--- src/verilog/cneg_pkg.sv ---
// Shared constants and types for the conditional-negate datapath slice
package cneg_pkg;

	localparam int          DATA_W        = 32;
	localparam int          ADDR_W        = 9;
	localparam int          INSTR_CLOCKS  = 4;

	// Opcodes handled by this slice
	localparam logic [5:0]  OP_NEG_NC     = 6'h2d;
	localparam logic [5:0]  OP_NEG_NZ     = 6'h2f;
	localparam logic [5:0]  OP_NEG_Z      = 6'h2e;

	// Condition field codes
	localparam logic [3:0]  COND_NEVER    = 4'h0;
	localparam logic [3:0]  COND_ALWAYS   = 4'hf;

	// Reset values
	localparam logic        FLAG_RST      = 1'h0;
	localparam logic [31:0] DATA_RST      = 32'h0000_0000;
	localparam logic [8:0]  ADDR_RST      = 9'h000;

	// Instruction word, most significant field first
	typedef struct packed {
		logic [5:0] opcode;
		logic       write_zero_flag_effect;
		logic       write_carry_flag_effect;
		logic       write_result;
		logic       imm;
		logic [3:0] cond;
		logic [8:0] dest;
		logic [8:0] src;
	} instr_t;

	// Destination register write port
	typedef struct packed {
		logic        en;
		logic [8:0]  addr;
		logic [31:0] data;
	} reg_write_t;

	typedef enum logic [2:0] {
		ST_IDLE  = 3'h0,
		ST_FETCH = 3'h1,
		ST_READ  = 3'h3,
		ST_EXEC  = 3'h2,
		ST_WRITE = 3'h6
	} state_t;

endpackage : cneg_pkg

--- src/verilog/cond_negate_unit.sv ---
// Combinational conditional-negate core with flag results
`timescale 1ns/1ps
module cond_negate_unit
	import cneg_pkg::*;
#(
	parameter int W = 32
) (
	input  wire logic [5:0]   opcode_i,
	input  wire logic [W-1:0] operand_i,
	input  wire logic         zero_flag_i,
	input  wire logic         carry_flag_i,
	output logic      [W-1:0] result_o,
	output logic              zero_o,
	output logic              carry_o
);
	logic         negate;
	logic [W-1:0] negated;

	// Choose negation from opcode and current flag
	assign negate = ((opcode_i == OP_NEG_NC) && !carry_flag_i)
	             || ((opcode_i == OP_NEG_NZ) && !zero_flag_i)
	             || ((opcode_i == OP_NEG_Z) && zero_flag_i);

	// Two's complement wraps, so the most negative value maps to itself
	assign negated  = ~operand_i + {{(W-1){1'b0}}, 1'b1};
	assign result_o = negate ? negated : operand_i;

	// Flags judge the source operand, not the result
	assign zero_o  = (operand_i == '0);
	assign carry_o = operand_i[W-1];

endmodule : cond_negate_unit

--- src/verilog/conditional_negate_alu.sv ---
// Four-clock execution slice for the conditional-negate instructions
`timescale 1ns/1ps
module conditional_negate_alu
	import cneg_pkg::*;
(
	input  wire logic                sys_clk_i,
	input  wire logic                rst_i,
	input  wire logic                start_i,
	input  cneg_pkg::instr_t         instr_i,
	input  wire logic                cond_true_i,
	input  wire logic [31:0]         src_data_i,
	output logic      [8:0]          src_addr_o,
	output cneg_pkg::reg_write_t     wr_o,
	output logic                     flag_z_o,
	output logic                     flag_c_o,
	output logic                     ready_o,
	output logic                     busy_o,
	output logic                     done_o
);
	state_t      state_q, state_d;
	instr_t      instr_q;
	logic        exec_q;
	logic [31:0] op_q, res_q;
	logic        rz_q, rc_q, z_used_q, c_used_q;
	reg_write_t  wr_q;
	logic        z_q, c_q, done_q, busy_q, ready_q;
	logic [8:0]  addr_q;

	wire logic        accept;
	wire logic        cond_ok;
	wire logic        op_ok;
	wire logic [31:0] operand_sel;
	wire logic [31:0] unit_res;
	wire logic        unit_z;
	wire logic        unit_c;

	// Start taken when idle or in the last clock, giving one instruction per four
	assign accept = start_i && ((state_q == ST_IDLE) || (state_q == ST_WRITE));

	// Never suppresses all, Always passes all; other codes come from the outside decoder
	assign cond_ok = (instr_i.cond == COND_ALWAYS)
	              || ((instr_i.cond != COND_NEVER) && cond_true_i);
	assign op_ok   = (instr_i.opcode == OP_NEG_NC) || (instr_i.opcode == OP_NEG_NZ)
	              || (instr_i.opcode == OP_NEG_Z);

	// Immediate literal widened with zeros
	assign operand_sel = instr_q.imm ? {23'h000000, instr_q.src} : src_data_i;

	cond_negate_unit #(
		.W(DATA_W)
	) u_neg (
		.opcode_i     (instr_q.opcode),
		.operand_i    (op_q),
		.zero_flag_i  (z_q),
		.carry_flag_i (c_q),
		.result_o     (unit_res),
		.zero_o       (unit_z),
		.carry_o      (unit_c)
	);

	// Fixed four-state walk regardless of operand source
	always_comb begin
		state_d = state_q;
		unique case (state_q)
			ST_IDLE:  state_d = accept ? ST_FETCH : ST_IDLE;
			ST_FETCH: state_d = ST_READ;
			ST_READ:  state_d = ST_EXEC;
			ST_EXEC:  state_d = ST_WRITE;
			ST_WRITE: state_d = accept ? ST_FETCH : ST_IDLE;
			default:  state_d = ST_IDLE;
		endcase
	end

	// Sequencer and status outputs
	always_ff @(posedge sys_clk_i) begin
		if (rst_i) begin
			state_q <= ST_IDLE;
			busy_q  <= 1'b0;
			ready_q <= 1'b1;
		end else begin
			state_q <= state_d;
			busy_q  <= (state_d != ST_IDLE);
			ready_q <= (state_d == ST_IDLE) || (state_d == ST_WRITE);
		end
	end

	// Capture instruction and decide once whether it executes
	always_ff @(posedge sys_clk_i) begin
		if (rst_i) begin
			instr_q <= '0;
			exec_q  <= 1'b0;
			addr_q  <= ADDR_RST;
		end else if (accept) begin
			instr_q <= instr_i;
			exec_q  <= cond_ok && op_ok;
			addr_q  <= instr_i.src;
		end
	end

	// Register file answers the source address during the fetch clock
	always_ff @(posedge sys_clk_i) begin
		if (rst_i) begin
			op_q <= DATA_RST;
		end else if (state_q == ST_FETCH) begin
			op_q <= operand_sel;
		end
	end

	// Compute result and flag candidates; flags cannot move in between
	always_ff @(posedge sys_clk_i) begin
		if (rst_i) begin
			res_q    <= DATA_RST;
			rz_q     <= FLAG_RST;
			rc_q     <= FLAG_RST;
			z_used_q <= FLAG_RST;
			c_used_q <= FLAG_RST;
		end else if (state_q == ST_READ) begin
			res_q    <= unit_res;
			rz_q     <= unit_z;
			rc_q     <= unit_c;
			z_used_q <= z_q;
			c_used_q <= c_q;
		end
	end

	// Commit in the last clock; each effect bit acts on its own
	always_ff @(posedge sys_clk_i) begin
		if (rst_i) begin
			wr_q   <= '0;
			z_q    <= FLAG_RST;
			c_q    <= FLAG_RST;
			done_q <= 1'b0;
		end else begin
			done_q <= (state_q == ST_WRITE);
			wr_q   <= '0;
			if ((state_q == ST_WRITE) && exec_q) begin
				wr_q.en   <= instr_q.write_result;
				wr_q.addr <= instr_q.dest;
				wr_q.data <= res_q;
				if (instr_q.write_zero_flag_effect) begin
					z_q <= rz_q;
				end
				if (instr_q.write_carry_flag_effect) begin
					c_q <= rc_q;
				end
			end
		end
	end

	assign src_addr_o = addr_q;
	assign wr_o       = wr_q;
	assign flag_z_o   = z_q;
	assign flag_c_o   = c_q;
	assign ready_o    = ready_q;
	assign busy_o     = busy_q;
	assign done_o     = done_q;

	// Commit-time copy, so checks survive a back-to-back accept in the last clock
	instr_t chk_instr_q;
	logic   chk_exec_q;
	always_ff @(posedge sys_clk_i) begin
		if (rst_i) begin
			chk_instr_q <= '0;
			chk_exec_q  <= 1'b0;
		end else if (state_q == ST_WRITE) begin
			chk_instr_q <= instr_q;
			chk_exec_q  <= exec_q;
		end
	end

	wire logic [5:0] cur_op = chk_instr_q.opcode;
endmodule : conditional_negate_alu
--- config.mk ---
export PLATFORM = sky130hd
export DESIGN_NAME = conditional_negate_alu
export DESIGN_NICKNAME = d
export VERILOG_FILES = /design/src/verilog/cneg_pkg.sv /design/src/verilog/cond_negate_unit.sv /design/src/verilog/conditional_negate_alu.sv
export SDC_FILE = /design/constraint.sdc
export NUM_CORES = 1
export LEC_CHECK = 0
export ABC_AREA = 1
export BUFFER_PORTS_ARGS = -buffer_cell sky130_fd_sc_hd__buf_4
export CAP_MARGIN = 10
export CORE_MARGIN = 2
export CORE_UTILIZATION = 40
export CTS_CLUSTER_DIAMETER = 30
export CTS_CLUSTER_SIZE = 40
export DETAILED_ROUTE_END_ITERATION = 10
export HOLD_SLACK_MARGIN = 0.15
export PLACE_DENSITY = 0.68
export SLEW_MARGIN = 20
export SYNTH_ARGS = -nofsm -noshare
export SYNTH_HDL_FRONTEND = slang
export SYNTH_HIERARCHICAL = 1
export SYNTH_SLANG_ARGS = --single-unit
--- constraint.sdc ---
create_clock -name sys_clk_i -period 2.6 [get_ports sys_clk_i]
set_clock_uncertainty 0.05 [all_clocks]
set_input_delay 0 -clock sys_clk_i [delete_from_list [all_inputs] [get_ports sys_clk_i]]
set_output_delay 0 -clock sys_clk_i [all_outputs]
set_load 0.1 [all_outputs]
==> summary.md, run 1 <==
### Logic synthesis
* 7.34 um2 — mean post-synth cell area
* 0.473 — sequential-to-total area share from yosys stat
* 0 — number of enable-type register cells in the synthesized netlist
* sky130_fd_sc_hd__dfxtp_1 47%, sky130_fd_sc_hd__nand2_1 9.5%, sky130_fd_sc_hd__nor2_1 8.0% — Synth area leaders
* 6 — count of yosys warnings during synthesis
* 0.473 — fraction of post-synthesis cell area in the top cell type by area
* sky130_fd_sc_hd__dfxtp_1 — most used flip-flop cell after synthesis
* 6140 um2 — Post-Syn Area
* 32 — Cell variety after synth
* 836 — cells after synthesis
* sky130_fd_sc_hd__nand2_1 — top-count cell post-synth
* sky130_fd_sc_hd__dfxtp_1 — most area-hungry cell type in the Yosys netlist
* 145 — FF+latch count, synth
* 0 — share of flip-flops with an asynchronous set or reset
* 905 — post-synth net total
* 156 x sky130_fd_sc_hd__nand2_1, 145 x sky130_fd_sc_hd__dfxtp_1, 131 x sky130_fd_sc_hd__nor2_1 — commonest cells in the synthesized netlist

### STA
* 0 — final setup violating endpoints
* 0.596 — Worst slew margin
* 423 MHz — highest clock frequency the design can meet
* 606 ps — worst-margin pin slew
* 0 — Hold Fails Final Rpt
* 0 — count of pins over their slew limit
* 0 ps — setup tns final
* 0.908 — final period utilization
* 170 ps — Final Hold Slack
* 2360 ps — minimum clock period after layout
* false — RSZ-0062 raised after global routing

### Setup path
* input pin — category of the worst setup path launch point
* src_addr_o[1] — last element of the critical path
* 570 ps — Max stage delay on crit path
* 54 — biggest fanout along the worst timing path
* state_q[1] — r2r startpoint
* 2850 ps — required time worst endpoint
* instr_q[29] — end of the worst register-to-register path
* 390 ps — worst reg2reg setup slack
* register — CP Capture Type
* sky130_fd_sc_hd__dlygate4sd3_1 — Critical-path top delay cell
* dlygate4sd3_1 > buf_4 > clkinv_1 > buf_12 > o21ai_1 > nor2_1 > dlygate4sd3_1 — CP cell instances
* input pin to register — Crit Path Category
* 2610 ps — data arrival time at the worst-slack endpoint
* 6 — R2R depth
* sky130_fd_sc_hd__dlygate4sd3_1 — most frequent cell on the critical path
* rst_i — startpoint of the most critical setup path

### Floorplanning
* 15100 um2 — total core area
* 128 um — die boundary width
* 16300 um2 — Total Die Area
* 128 um — die height
* 0.407 — Initial Utilization
* 124 — IO Count
* 45 — site row count

### Cells and area
* 0.171 — proportion of layout cells with a drive suffix above 1
* 42.5% — Layout area overhead
* 1389 — Fill cells
* 2600 um2 — multi-input logic area
* 0 — diode count
* 1106 — Nets
* 2900 um2 — area of all sequential standard cells

### Placement
* 10200 um — detailed-placement wirelength estimate
* 123 — # port buffers
* 0.899 — RD Place Congestion

### Clocking
* 145 — clock sink count
* 60 ps — clock-pin slew of the registers on the worst-case setup and hold paths
* 17 — number of buffers inserted during clock tree synthesis
* 420 ps — clock latency on the worst-skew pair
* 2 — buffer levels on the longest clock path
* sky130_fd_sc_hd__clkbuf_16 — clock root buffer
* 0 — post-cts gate resize count
* 4 — CTS H-Tree Depth
* built — TritonCTS clock tree

### Route
* 16200 um — wire length reported by the detailed router
* 5833 — overall via count from detail_route
* 4.72 — routed via count divided by cell count
* 0 — DRC violations left
* 288 — number of DRC markers after the initial detailed-route iteration
* 4 — First-pass DRT Iterations
* 0 — antenna-violating nets left
* 13.1 um — DR WL/cell

### Status
* complete, no violations — result of the run

### Hold path
* input pin to register — worst hold-check path type

### Power and ir drop
* 726 nW/um2 — power density normalized to cell area
* 0.500 mV — IR drop worst, VDD
* 3.99 nW — leakage power figure

### Global route
* 68 — largest net degree at the start of global routing
* 0 — number of antenna violations at the first check in global routing
* 0.203 — global-route usage over all layers
* 5568 — vias in the first global route
* 0 — total grt overflow
* 26600 um — global-route wire length before repair

### Run
* 0 — maxcap violations

placed cells by master (no fill, tap or decap):
cell type,Yosys,final
sky130_fd_sc_hd__a21oi_1,79,79
sky130_fd_sc_hd__a31oi_1,1,1
sky130_fd_sc_hd__buf_12,0,1
sky130_fd_sc_hd__buf_4,13,127
sky130_fd_sc_hd__bufinv_16,0,3
sky130_fd_sc_hd__clkbuf_16,0,17
sky130_fd_sc_hd__clkbuf_8,0,5
sky130_fd_sc_hd__clkinv_1,1,1
sky130_fd_sc_hd__clkinv_2,0,3
sky130_fd_sc_hd__clkinv_4,0,1
sky130_fd_sc_hd__clkinvlp_4,0,2
sky130_fd_sc_hd__dfxtp_1,145,145
sky130_fd_sc_hd__dlygate4sd3_1,0,105
sky130_fd_sc_hd__ha_1,1,1
sky130_fd_sc_hd__inv_1,93,93
sky130_fd_sc_hd__inv_2,2,2
sky130_fd_sc_hd__nand2_1,156,156
sky130_fd_sc_hd__nand2_2,5,5
sky130_fd_sc_hd__nand2_4,2,2
sky130_fd_sc_hd__nand3_1,23,22
sky130_fd_sc_hd__nand3_2,2,3
sky130_fd_sc_hd__nand3b_1,28,28
sky130_fd_sc_hd__nand4_1,9,9
sky130_fd_sc_hd__nor2_1,131,131
sky130_fd_sc_hd__nor2_2,2,2
sky130_fd_sc_hd__nor2_4,1,1
sky130_fd_sc_hd__nor2_8,1,1
sky130_fd_sc_hd__nor3_1,3,3
sky130_fd_sc_hd__nor3_2,1,1
sky130_fd_sc_hd__o211ai_1,1,1
sky130_fd_sc_hd__o21ai_0,63,63
sky130_fd_sc_hd__o21ai_1,17,17
sky130_fd_sc_hd__o21bai_1,1,1
sky130_fd_sc_hd__or2_4,1,1
sky130_fd_sc_hd__xnor2_1,8,8
sky130_fd_sc_hd__xor2_1,6,6
sky130_fd_sc_hd__xor2_2,2,2
critical path, delay by kind of cell:
family          cells  cell delay, ps
buf+inv             5            2360
compound gates      1             110
simple gates        1              80
worst min path at each step:
| stage | end | slack [ps] | from | depth (start not counted) |
|---|---|---|---|---|
| 3_5_place_dp | src_addr_o[0] | 200 | instr_i[0] | 3 |
| 3_3_place_gp | src_addr_o[2] | 190 | instr_i[2] | 3 |
| 4_1_cts | state_q[0] | 150 | start_i | 3 |
| 2_1_floorplan | done_o | 30 | rst_i | 1 |
| 6_report | state_q[0] | 170 | start_i | 3 |
| 5_1_grt | state_q[0] | 190 | start_i | 3 |
per-layer routing:
metal / GRT usage / wire length (um)
met5: 0 / 0
met2: 0.336 / 7660
met4: 0.0776 / 268
met1: 0.255 / 7360
met3: 0.0534 / 868
report_power, final:
part,switching [mW],internal (mW)
clock network,0.904,1.63
registers,0.116,2.37
logic,0.821,0.512
state kept, by name, summed over array words and instances (netlist names):
| signal | flops |
|---|---|
| rz_q | 1 |
| src_addr_o | 9 |
| rc_q | 1 |
| flag_z_o | 1 |
| ready_o | 1 |
| res_q | 32 |
| instr_q | 19 |
| done_o | 1 |
| busy_o | 1 |
| wr_o | 42 |
| op_q | 32 |
| flag_c_o | 1 |
| state_q | 3 |
| exec_q | 1 |
layout make-up:
class,instances,area share
sequential,145,0.332
multi-input combinational,544,0.297
timing repair buffer,233,0.231
clock buffer,22,0.0565
inverter,96,0.0412
tap,188,0.0269
clock inverter,9,0.0147
through the flow:
stage / cell area [um2] / util / power [mW] / setup WS (ps) / std cells
floorplan: 6140 / - / 3.41 / 386 / 836
global placement: 7070 / 0.469 / 3.68 / 710 / 1101
detailed placement: 7070 / 0.469 / 3.68 / 633 / 1101
CTS: 8750 / 0.580 / 6.40 / 348 / 1237
global route: 8750 / 0.580 / 6.67 / 131 / 1237
finish: 8750 / 0.580 / 6.35 / 239 / 1237
repair_timing:
item,4_1_cts,5_1_grt
endpoints found under the hold margin,67,0
hold buffers,105,0
buffers inserted,0,0
logic make-up after synthesis:
kind of cell             after synthesis  synth area share
XOR/XNOR                              16            0.0253
adder cells (fa/ha/maj)                1           0.00204
buffers and inverters                147             0.104
AND/OR/NAND/NOR                      365             0.262
AO/OA/AOI/OAI                        162             0.133
flip-flops                           145             0.473
Power figures use the tool's default switching activity.
==> run 2, diff against run 1 <==
SYNTH_HIERARCHICAL = not set   (was 1)
==> run 2 against run 1 <==
Against the previous run: hold slack better by 140 ps; utilization is 1.1 points lower; maximum frequency is 0.29% higher; area after synthesis is 0.24% higher; flip-flop and latch count stayed put; sequential power hardly changed; cell count is 0.81% lower; critical path type is now register to register; largest cell class unchanged.
==> summary.md, run 2 <==
### Route
* 0 — antenna-violating nets left
* 16700 um — wire length reported by the detailed router
* 5933 — overall via count from detail_route
* 13.6 um — DR WL/cell
* 5 — First-pass DRT Iterations
* 7700 um — Detail Route met2 WL
* 0 — DRC violations left
* met4 — highest signal layer in the routed design
* 371 — number of DRC markers after the initial detailed-route iteration
* 4.84 — routed via count divided by cell count
* 7770 um — detailed-route wire length on metal 1
* 878 um — detailed-routed wire length on met3

### Power and ir drop
* 4.14 mW — cell-internal power
* 6.11 mW — Tot Pwr
* 0.322 — switch share
* 0.508 mV — IR drop worst, VDD
* 0.232 — combinational share of power
* 3.84 nW — leakage power figure
* 0.411 — register share of total power
* 1.97 mW — switching power
* 713 nW/um2 — power density normalized to cell area
* 0.357 — relative contribution of the clock network to total power

### Logic synthesis
* 0.472 — fraction of post-synthesis cell area in the top cell type by area
* sky130_fd_sc_hd__dfxtp_1 — most used flip-flop cell after synthesis
* 145 x sky130_fd_sc_hd__dfxtp_1, 137 x sky130_fd_sc_hd__nand2_1, 126 x sky130_fd_sc_hd__nor2_1 — commonest cells in the synthesized netlist
* 0.472 — sequential-to-total area share from yosys stat
* 0 — count of yosys warnings during synthesis
* 0 — share of flip-flops with an asynchronous set or reset
* 896 — post-synth net total
* 34 — Cell variety after synth
* sky130_fd_sc_hd__dfxtp_1 47%, sky130_fd_sc_hd__nand2_1 8.4%, sky130_fd_sc_hd__nor2_1 7.7% — Synth area leaders
* 0 — number of enable-type register cells in the synthesized netlist
* 145 — FF+latch count, synth
* 6150 um2 — Post-Syn Area
* sky130_fd_sc_hd__dfxtp_1 — top-count cell post-synth
* 7.44 um2 — mean post-synth cell area
* 827 — cells after synthesis
* sky130_fd_sc_hd__dfxtp_1 — most area-hungry cell type in the Yosys netlist

### Cells and area
* 1095 — Nets
* 2900 um2 — area of all sequential standard cells
* 0.568 — final design utilization
* 1371 — Fill cells
* 39.4% — Layout area overhead
* 42 — max FFs per register
* 0.184 — proportion of layout cells with a drive suffix above 1
* sky130_fd_sc_hd__dfxtp_1 — most common library cell in the layout ignoring fill and taps
* 145 x sky130_fd_sc_hd__dfxtp_1, 137 x sky130_fd_sc_hd__nand2_1, 130 x sky130_fd_sc_hd__buf_4 — commonest non-fill, non-tap cells in the layout
* 0 — diode count
* 2550 um2 — multi-input logic area

### STA
* 0 — Hold Fails Final Rpt
* 312 ps — Final Hold Slack
* 425 MHz — highest clock frequency the design can meet
* false — RSZ-0062 raised after global routing
* 564 ps — worst-margin pin slew
* 0 — count of pins over their slew limit
* 0.906 — final period utilization
* 2350 ps — minimum clock period after layout
* 0.624 — Worst slew margin
* 245 ps — final worst slack
* 0 — final setup violating endpoints
* 0 ps — setup tns final

### Floorplanning
* 0.408 — Initial Utilization
* 15100 um2 — total core area
* 128 um — die height
* 128 um — die boundary width
* 16400 um2 — Total Die Area
* 124 — IO Count
* 45 — site row count

### Setup path
* register to register — Crit Path Category
* register — category of the worst setup path launch point
* 3 — number of buffers and inverters on the critical path
* 250 ps — worst reg2reg setup slack
* 2860 ps — required time worst endpoint
* buffers and inverters — category of cells accounting for the largest share of critical-path delay
* 36 — biggest fanout along the worst timing path
* register — CP Capture Type
* 580 ps — Max stage delay on crit path
* 2610 ps — data arrival time at the worst-slack endpoint
* inv_2 > o21ai_1 > nand3_2 > buf_4 > nand2_1 > a21oi_1 > dlygate4sd3_1 — CP cell instances
* sky130_fd_sc_hd__dlygate4sd3_1 — Critical-path top delay cell

### Global route
* 27100 um — global-route wire length before repair
* 5627 — vias in the first global route
* 0 — number of antenna violations at the first check in global routing
* 0.209 — global-route usage over all layers
* 0 — total grt overflow
* 49 — largest net degree at the start of global routing

### Clocking
* 60 ps — clock-pin slew of the registers on the worst-case setup and hold paths
* sky130_fd_sc_hd__clkbuf_16 — clock root buffer
* 17 — number of buffers inserted during clock tree synthesis
* built — TritonCTS clock tree
* 2 — buffer levels on the longest clock path
* 0 — number of post-CTS setup repair buffers
* 420 ps — clock latency on the worst-skew pair
* 4 — CTS H-Tree Depth
* 145 — clock sink count

### Placement
* 0.938 — RD Place Congestion
* 10900 um — detailed-placement wirelength estimate
* 123 — # port buffers
* 655 ps — Setup WS pre-CTS

### Status
* complete, no violations — result of the run

### Hold path
* input pin to register — worst hold-check path type

### Run
* 0 — maxcap violations

-- run 2: per-stage QoR --
stage / instance area, um2 / std cells
3_3_place_gp: 7040 / 1096
4_1_cts: 8570 / 1227
3_5_place_dp: 7040 / 1096
5_1_grt: 8570 / 1227
2_1_floorplan: 6150 / 827
6_report: 8570 / 1227
-- run 2: worst reg2reg max path, delay by kind of cell, from the launching register on --
kind,cells,cell delay (ps)
flip-flops,1,420
buffers and inverters,3,1120
AND/OR/NAND/NOR,2,380
AO/OA/AOI/OAI,2,260
-- run 2: cell type report --
type / instances / area share
Timing Repair Buffer: 229 / 0.229
Clock buffer: 20 / 0.0521
Multi-Input combinational cell: 530 / 0.297
Inverter: 103 / 0.0455
Clock inverter: 12 / 0.0101
Tap cell: 188 / 0.0274
Sequential cell: 145 / 0.339
-- run 2: logic make-up (layout without fill, tap and decap cells) --
family	Yosys count	count (layout)	synth area share
AND/OR/NAND/NOR	345	345	0.243
AO/OA/AOI/OAI	169	169	0.147
adder cells (fa/ha/maj)	1	1	0.00203
buffers and inverters	152	364	0.115
flip-flops	145	145	0.472
XOR/XNOR	15	15	0.0214
-- run 2: routing by layer --
layer | track usage | up-vias
met5 | 0 | -
met4 | 0.0750 | 0
met3 | 0.0430 | 29
met2 | 0.340 | 176
met1 | 0.275 | 2691
li1 | - | 3037
-- run 2: worst paths after layout --
kind / start / end / cells past startpoint
setup / recovery: state_q[1] / instr_q[31] / 7
hold / removal: instr_i[0] / src_addr_o[0] / 4
setup reg to reg: state_q[1] / instr_q[31] / 7
hold reg to reg: res_q[26] / wr_o[26] / 2
-- run 2: what timing repair did --
action | 4_1_cts | 5_1_grt
endpoints found under the setup margin | 0 | 7
gates resized for setup | 0 | 2
hold endpoints to repair | 82 | 0
hold buffers | 99 | 0
-- run 2: power groups by stage --
stage | logic (mW) | registers (mW) | clock network [mW]
CTS | 1.39 | 2.50 | 2.22
global placement | 1.22 | 2.55 | 0
floorplan | 0.957 | 2.55 | 0
global route | 1.57 | 2.53 | 2.33
detailed placement | 1.23 | 2.55 | 0
finish | 1.42 | 2.51 | 2.18
